### src/rtl/pcs_cfg.svh
// Constants for the program counter sequencer: widths, vectors and timing counts.
`ifndef PCS_CFG_SVH
`define PCS_CFG_SVH

`define PCS_INSTR_W 13
`define PCS_PC_W_SMALL 9
`define PCS_PC_W_LARGE 11
`define PCS_RESET_VEC_SMALL 11'h1ff
`define PCS_RESET_VEC_LARGE 11'h7ff
`define PCS_HW_INT_VEC 11'h008
`define PCS_SW_INT_VEC 11'h002
`define PCS_NEAR_W 10
`define PCS_PAGE_BIT 2
`define PCS_PCHB_W 3
`define PCS_PCHB_RESET 3'h0
`define PCS_STACK_DEPTH 5
`define PCS_ICYC_DIV 2

`endif

### src/rtl/pcs_pkg.sv
// Types shared by the program counter sequencer.
package pcs_pkg;

	// Program-flow class of the instruction now executing, from the core decoder.
	typedef enum logic [2:0]
	{
		PCS_OP_SEQ,
		PCS_OP_NEAR_JUMP,
		PCS_OP_NEAR_CALL,
		PCS_OP_FAR_JUMP,
		PCS_OP_FAR_CALL,
		PCS_OP_RETURN,
		PCS_OP_PAGE,
		PCS_OP_SW_INT
	} pcs_op_t;

endpackage : pcs_pkg

### src/rtl/pcs_sequencer.sv
// Program counter, paging, return stack and fetch sequencing of the core.
`timescale 1ns/1ps
`include "pcs_cfg.svh"

module pcs_sequencer #(
	parameter int LARGE = 1, // 1 selects the 2K-word variant, 0 the 512-word one.
	parameter int ICYC_DIV = `PCS_ICYC_DIV, // System clocks per instruction cycle.
	parameter int PC_W = (LARGE != 0) ? `PCS_PC_W_LARGE : `PCS_PC_W_SMALL // Program counter width.
) (
	input wire logic i_sys_clk, // System clock.
	input wire logic i_rst_n, // Synchronous core reset, active low.
	input wire logic i_external_clear_n, // External clear pin, active low.
	input wire logic [`PCS_INSTR_W-1:0] i_instr, // Word read from program memory at o_prog_addr.
	input wire pcs_pkg::pcs_op_t i_op, // Flow class of o_instr, sampled while o_icyc_en is high.
	input wire logic i_pc_high_buffer_wr, // Software write strobe for the page buffer.
	input wire logic [`PCS_PCHB_W-1:0] i_pc_high_buffer_wdata, // Software write data for the page buffer.
	input wire logic i_timer_overflow, // Timer overflow pulse, same clock.
	input wire logic i_ext_int, // External interrupt pin, asynchronous.
	input wire logic i_int_enable, // Global interrupt enable from the core.
	input wire logic i_rc_osc_mode, // High when the RC oscillator option is chosen.
	output logic [PC_W-1:0] o_prog_addr, // Program memory fetch address.
	output logic [`PCS_INSTR_W-1:0] o_instr, // Instruction handed to the core.
	output logic o_instr_valid, // High for one cycle after each word loads into o_instr, discarded words included.
	output logic o_icyc_en, // One-cycle pulse per instruction cycle.
	output logic [`PCS_PCHB_W-1:0] o_pc_high_buffer, // Page buffer contents.
	output logic o_int_taken, // Pulse when an interrupt is accepted.
	output logic o_osc_out // Oscillator output pin.
);
	import pcs_pkg::*;

	localparam logic [PC_W-1:0] RST_VEC = (LARGE != 0) ? PC_W'(`PCS_RESET_VEC_LARGE) :
		PC_W'(`PCS_RESET_VEC_SMALL);
	localparam logic [PC_W-1:0] HW_VEC = PC_W'(`PCS_HW_INT_VEC);
	localparam logic [PC_W-1:0] SW_VEC = PC_W'(`PCS_SW_INT_VEC);
	localparam int DEPTH = `PCS_STACK_DEPTH;
	localparam logic [2:0] SP_LAST = 3'(`PCS_STACK_DEPTH - 1);
	localparam logic [7:0] DIV_LAST = 8'(ICYC_DIV - 1);

	logic clr_s1_reg;
	logic clr_s2_reg;
	logic int_s1_reg;
	logic int_s2_reg;
	logic int_s3_reg;
	logic rst;
	logic [7:0] div_reg;
	logic [PC_W-1:0] pc_reg;
	logic [PC_W-1:0] pc_next;
	logic flush_reg;
	logic pend_reg;
	logic take_int;
	logic is_branch;
	logic do_push;
	logic do_pop;
	logic [PC_W-1:0] stack_reg [DEPTH];
	logic [2:0] sp_reg;
	logic [2:0] sp_top;
	logic [PC_W-1:0] near_tgt;
	logic [PC_W-1:0] far_tgt;

	////////////////////////////////////////////////////////////////////////////
	// Pin synchronisers and reset.

	// Both pins are asynchronous, so each passes two flops before any logic.
	always_ff @(posedge i_sys_clk)
	begin
		if (!i_rst_n)
		begin
			clr_s1_reg <= 1'b1;
			clr_s2_reg <= 1'b1;
			int_s1_reg <= 1'b0;
			int_s2_reg <= 1'b0;
			int_s3_reg <= 1'b0;
		end
		else
		begin
			clr_s1_reg <= i_external_clear_n;
			clr_s2_reg <= clr_s1_reg;
			int_s1_reg <= i_ext_int;
			int_s2_reg <= int_s1_reg;
			int_s3_reg <= int_s2_reg;
		end
	end

	// The clear pin holds everything below in reset while it is low.
	assign rst = !i_rst_n || !clr_s2_reg;

	////////////////////////////////////////////////////////////////////////////
	// Instruction cycle divider and oscillator output.

	// One enable pulse per instruction cycle; every sequencing step waits for it.
	always_ff @(posedge i_sys_clk)
	begin
		if (rst)
		begin
			div_reg <= 8'h00;
			o_icyc_en <= 1'b0;
		end
		else
		begin
			o_icyc_en <= (div_reg == DIV_LAST);
			div_reg <= (div_reg == DIV_LAST) ? 8'h00 : div_reg + 8'h01;
		end
	end

	// The output only toggles in RC mode; the pin is driven low otherwise.
	always_ff @(posedge i_sys_clk)
	begin
		if (rst)
			o_osc_out <= 1'b0;
		else if (!i_rc_osc_mode)
			o_osc_out <= 1'b0;
		else if (o_icyc_en)
			o_osc_out <= !o_osc_out;
	end

	////////////////////////////////////////////////////////////////////////////
	// Interrupt capture.

	// A new event in the acceptance cycle keeps the flag set, so none is lost.
	always_ff @(posedge i_sys_clk)
	begin
		if (rst)
			pend_reg <= 1'b0;
		else if (i_timer_overflow || (int_s2_reg && !int_s3_reg))
			pend_reg <= 1'b1;
		else if (take_int)
			pend_reg <= 1'b0;
	end

	// Interrupts are taken only beside a plain instruction, never during a bubble.
	assign is_branch = (i_op != PCS_OP_SEQ) && (i_op != PCS_OP_PAGE);
	assign take_int = o_icyc_en && !flush_reg && pend_reg && i_int_enable && !is_branch;

	always_ff @(posedge i_sys_clk)
	begin
		if (rst)
			o_int_taken <= 1'b0;
		else
			o_int_taken <= take_int;
	end

	////////////////////////////////////////////////////////////////////////////
	// Page buffer.

	// A software write wins over a page-select executed in the same cycle.
	always_ff @(posedge i_sys_clk)
	begin
		if (rst)
			o_pc_high_buffer <= `PCS_PCHB_RESET;
		else if (i_pc_high_buffer_wr)
			o_pc_high_buffer <= i_pc_high_buffer_wdata;
		else if (o_icyc_en && !flush_reg && i_op == PCS_OP_PAGE)
			o_pc_high_buffer[`PCS_PAGE_BIT] <= o_instr[0];
	end

	////////////////////////////////////////////////////////////////////////////
	// Branch targets.

	// Near targets stay inside one 1K page; the large part adds the page bit.
	generate
		if (LARGE != 0)
		begin : g_large
			assign near_tgt = {o_pc_high_buffer[`PCS_PAGE_BIT], o_instr[`PCS_NEAR_W-1:0]};
		end
		else
		begin : g_small
			assign near_tgt = o_instr[PC_W-1:0];
		end
	endgenerate

	// Far forms carry the full width and ignore the page bit.
	assign far_tgt = o_instr[PC_W-1:0];

	////////////////////////////////////////////////////////////////////////////
	// Program counter.

	// pc_reg always names the word being fetched, which is the next instruction.
	always_comb
	begin
		pc_next = pc_reg + PC_W'(1);
		do_push = 1'b0;
		do_pop = 1'b0;
		if (!flush_reg)
		begin
			if (take_int)
			begin
				pc_next = HW_VEC;
				do_push = 1'b1;
			end
			else
			begin
				unique case (i_op)
					PCS_OP_SEQ, PCS_OP_PAGE: pc_next = pc_reg + PC_W'(1);
					PCS_OP_NEAR_JUMP: pc_next = near_tgt;
					PCS_OP_FAR_JUMP: pc_next = far_tgt;
					PCS_OP_NEAR_CALL:
					begin
						pc_next = near_tgt;
						do_push = 1'b1;
					end
					PCS_OP_FAR_CALL:
					begin
						pc_next = far_tgt;
						do_push = 1'b1;
					end
					PCS_OP_SW_INT:
					begin
						pc_next = SW_VEC;
						do_push = 1'b1;
					end
					PCS_OP_RETURN:
					begin
						pc_next = stack_reg[sp_top];
						do_pop = 1'b1;
					end
				endcase
			end
		end
	end

	// A redirect discards the word already fetched, so a branch costs a bubble.
	always_ff @(posedge i_sys_clk)
	begin
		if (rst)
		begin
			pc_reg <= RST_VEC;
			flush_reg <= 1'b1;
			o_instr <= '0;
			o_instr_valid <= 1'b0;
		end
		else if (o_icyc_en)
		begin
			pc_reg <= pc_next;
			flush_reg <= !flush_reg && (take_int || is_branch);
			o_instr <= i_instr;
			o_instr_valid <= 1'b1;
		end
		else
		begin
			o_instr_valid <= 1'b0;
		end
	end

	assign o_prog_addr = pc_reg;

	////////////////////////////////////////////////////////////////////////////
	// Return stack.

	// The stack wraps like a ring; a sixth push overwrites the oldest entry.
	assign sp_top = (sp_reg == 3'h0) ? SP_LAST : sp_reg - 3'h1;

	always_ff @(posedge i_sys_clk)
	begin
		if (rst)
			sp_reg <= 3'h0;
		else if (o_icyc_en && do_push)
			sp_reg <= (sp_reg == SP_LAST) ? 3'h0 : sp_reg + 3'h1;
		else if (o_icyc_en && do_pop)
			sp_reg <= sp_top;
	end

	// Entries are full program-counter width, so a return needs no paging.
	generate
		for (genvar i = 0; i < DEPTH; i++)
		begin : g_stack
			always_ff @(posedge i_sys_clk)
			begin
				if (rst)
					stack_reg[i] <= '0;
				else if (o_icyc_en && do_push && sp_reg == 3'(i))
					stack_reg[i] <= pc_reg;
			end
		end
	endgenerate

endmodule : pcs_sequencer

### config.mk
export PLATFORM = sky130hd
export DESIGN_NAME = pcs_sequencer
export DESIGN_NICKNAME = d
export VERILOG_FILES = /design/src/rtl/pcs_pkg.sv /design/src/rtl/pcs_sequencer.sv
export VERILOG_INCLUDE_DIRS = /design/src /design/src/rtl
export SDC_FILE = /design/constraint.sdc
export NUM_CORES = 1
export LEC_CHECK = 0
export ABC_AREA = 1
export BUFFER_PORTS_ARGS = -buffer_cell sky130_fd_sc_hd__buf_2
export CAP_MARGIN = 5
export CORE_MARGIN = 2
export CORE_UTILIZATION = 60
export DETAILED_ROUTE_END_ITERATION = 10
export HOLD_SLACK_MARGIN = 0.1
export PLACE_DENSITY = 0.91
export SYNTH_ARGS = -nofsm -noshare
export SYNTH_HDL_FRONTEND = slang
export SYNTH_SLANG_ARGS = --single-unit
### constraint.sdc
create_clock -name i_sys_clk -period 4.3 [get_ports i_sys_clk]
set_input_delay 0.43 -clock i_sys_clk [delete_from_list [all_inputs] [get_ports i_sys_clk]]
set_output_delay 0.43 -clock i_sys_clk [all_outputs]
set_load 0.02 [all_outputs]
==> qor.yml <==
outcome: "finished clean"
post-route-drc-count: 0
dp_hpwl_mm: 8.949
r2r-start: "sp_reg[0]$_SDFFE_PP0P_"
path_clk_slew_ns: 0.09
cts-htree-levels: 3
netlist-cell-type-count: 32
syn_inst: 622
ys.flop_type: "edfxtp_1"
wl_mm: 12.31
hold_buffers: 0
largest_reg_flops: 55
hold_class: "input pin to register"
worstSetupPathType: "register to register"
io_pins: 58
ir_drop_v: 0.0003218
slew_headroom_pct: 35.30
antenna_found_initial: 0
numCtsBuffers: 9
setup_slack_ns: 1.668
die_h_um: 95.88
grt_max_degree: 33
grt_pass1_wl_mm: 20.13
postPlaceCellArea_mm2: 0.005364
nNetsFinal: 706
fin_area_mm2: 0.005554
seq_area_frac_synth_pct: 51.98
crit_end: "o_prog_addr[2]$_SDFFE_PP1P_"
drive_gt1_share_pct: 14.52
worstSetupStartpoint: "sp_reg[0]$_SDFFE_PP0P_"
rsz0062_at_grt: "no"
cts_setup_buffers: 0
viasPerCell: 5.765
required_ns: 4.56
syn2layout_area_growth_pct: 9.659
synth.area.top_cells: "edfxtp_1 33%, dfxtp_1 19%, nand2_1 13%, nor2_1 6.5%, a21oi_1 6.3%"
cts_buffer_depth: 2
async_reset_ff_share_pct: 0
diodes: 0
die_x_um: 95.88
cts.sinks: 104
yosysWarnings: 0
cp-end-kind: "register"
r2r_setup_slack_ns: 1.67
path_max_fanout: 24
cts-root-buf: "clkbuf_8"
tns_ns: 0
maxCapViolCount: 0
reg2regPathDepth: 14
ys_ff_latch: 104
final_util_pct: 67.60
netlist_area_mm2: 0.005065
period_share_pct: 61.22
rows: 33
powerDensity_mw_per_mm2: 357.2
grt_overflow: 0
dpl_worst_slack_ns: 1.752
die-area_mm2: 0.009192
fmax_ghz: 0.3799
wire_per_inst_um: 15.79
synth.net_count: 658
grt_util_all_layers_pct: 29.12
yosysTopAreaCell: "edfxtp_1"
clock_skew_ns: 0.01049
report.final.slew_viol_count: 0
cts_tree: "built"
synth.most_common_cell: "nand2_1"
portBuffers: 57
r2r_end: "o_prog_addr[2]$_SDFFE_PP1P_"
drt_iter0_markers: 484
place.gp.congestion: 0.9659
hold_viol_final: 0
worstSkewPairLatency_ns: 0.37
nFillCells: 613
first_pass_iters: 5
ant_nets: 0
post_cts_resized: 0
postSynthAreaPerCell_um2: 8.143
synth_enable_flop_cells: 55
synth_commonest_cells: "175 x nand2_1, 88 x nor2_1, 64 x a21oi_1, 55 x edfxtp_1, 53 x inv_1"
tightest_slew_ns: 0.9694
vias: 4497
min_period_ns: 2.632
leakage_nw: 2.593
start_kind: "register"
synth_top_area_share_pct: 32.61
grt_pass1_vias: 4217
setup_viol: 0
start_util_pct: 61.64
worstPathArrival_ns: 2.89
core_mm2: 0.008217
-- power breakdown --
group,switching (mW),leakage [nW],internal [mW]
registers,0.0362,0.977,1.09
clock network,0.317,0.0979,0.286
logic,0.176,1.52,0.0798
-- logic make-up (layout without fill, tap and decap cells) --
group,count (synthesis),in the layout,synth area share [%]
xor+xnor,9,9,1.556
fa+ha+maj,9,9,2.223
buf+inv,82,135,7.115
compound gates,96,96,9.882
simple gates,322,322,27.25
flops,104,104,51.98
-- metal layers --
metal  share of wire, %  track usage (%)
met1                 39            36.93
met4                5.6            16.31
met5                  0                0
met2                 48            47.61
met3                7.6            4.699
-- metrics by stage --
stage          power, mW  instances  hold WS, ns
6_report           1.984        780       0.2307
3_5_place_dp       1.396        764       0.4030
2_1_floorplan      1.311        622       0.3795
5_1_grt            2.051        780       0.2428
4_1_cts            1.981        780       0.2234
3_3_place_gp       1.385        764       0.3800
-- worst max-delay path, cell delays in order (launching register included) --
cell and delay [ns]:
dfxtp_1 0.49, inv_1 0.33, ha_1 0.40, nand2_4 0.20, nand2_2 0.29, nand2_1 0.18
nand3_2 0.06, nand2_1 0.11, nand2_1 0.07, nand2_1 0.09, nand2_1 0.06, nand2_1 0.06
nand2_1 0.04, nand2_1 0.05, nand2_1 0.07
-- layout by cell type (no fill, tap or decap), drive strengths merged, types with 4 or more instances in the layout --
master | Yosys | final
nand2 | 183 | 183
nor2 | 90 | 90
a21oi | 64 | 64
inv | 60 | 61
buf | 16 | 59
edfxtp | 55 | 55
dfxtp | 49 | 49
nand3 | 30 | 30
o21ai | 24 | 24
clkbuf | 6 | 13
nand4 | 9 | 9
ha | 9 | 9
xor2 | 7 | 7
nor3 | 5 | 5
o21a | 4 | 4
-- cell type report --
cell class / count / area [um^2] / area share [%]
clock inverter: 3 / 41.29 / 0.7434
inverter: 60 / 227.7 / 4.100
tap: 105 / 131.4 / 2.365
clock buffer: 13 / 148.9 / 2.681
timing repair buffer: 59 / 300.3 / 5.407
sequential: 104 / 2633 / 47.40
multi-input combinational: 436 / 2072 / 37.31
-- worst min-delay path by stage --
stage	from	endpoint	slack, ns	depth (start not counted)
6_report	i_external_clear_n	clr_s1_reg$_SDFF_PN1_	0.23	3
5_1_grt	i_external_clear_n	clr_s1_reg$_SDFF_PN1_	0.24	3
4_1_cts	i_external_clear_n	clr_s1_reg$_SDFF_PN1_	0.22	3
3_5_place_dp	clr_s1_reg$_SDFF_PN1_	clr_s2_reg$_SDFF_PN1_	0.40	2
3_3_place_gp	clr_s1_reg$_SDFF_PN1_	clr_s2_reg$_SDFF_PN1_	0.38	2
2_1_floorplan	clr_s1_reg$_SDFF_PN1_	clr_s2_reg$_SDFF_PN1_	0.38	2
Power figures use the tool's default switching activity.
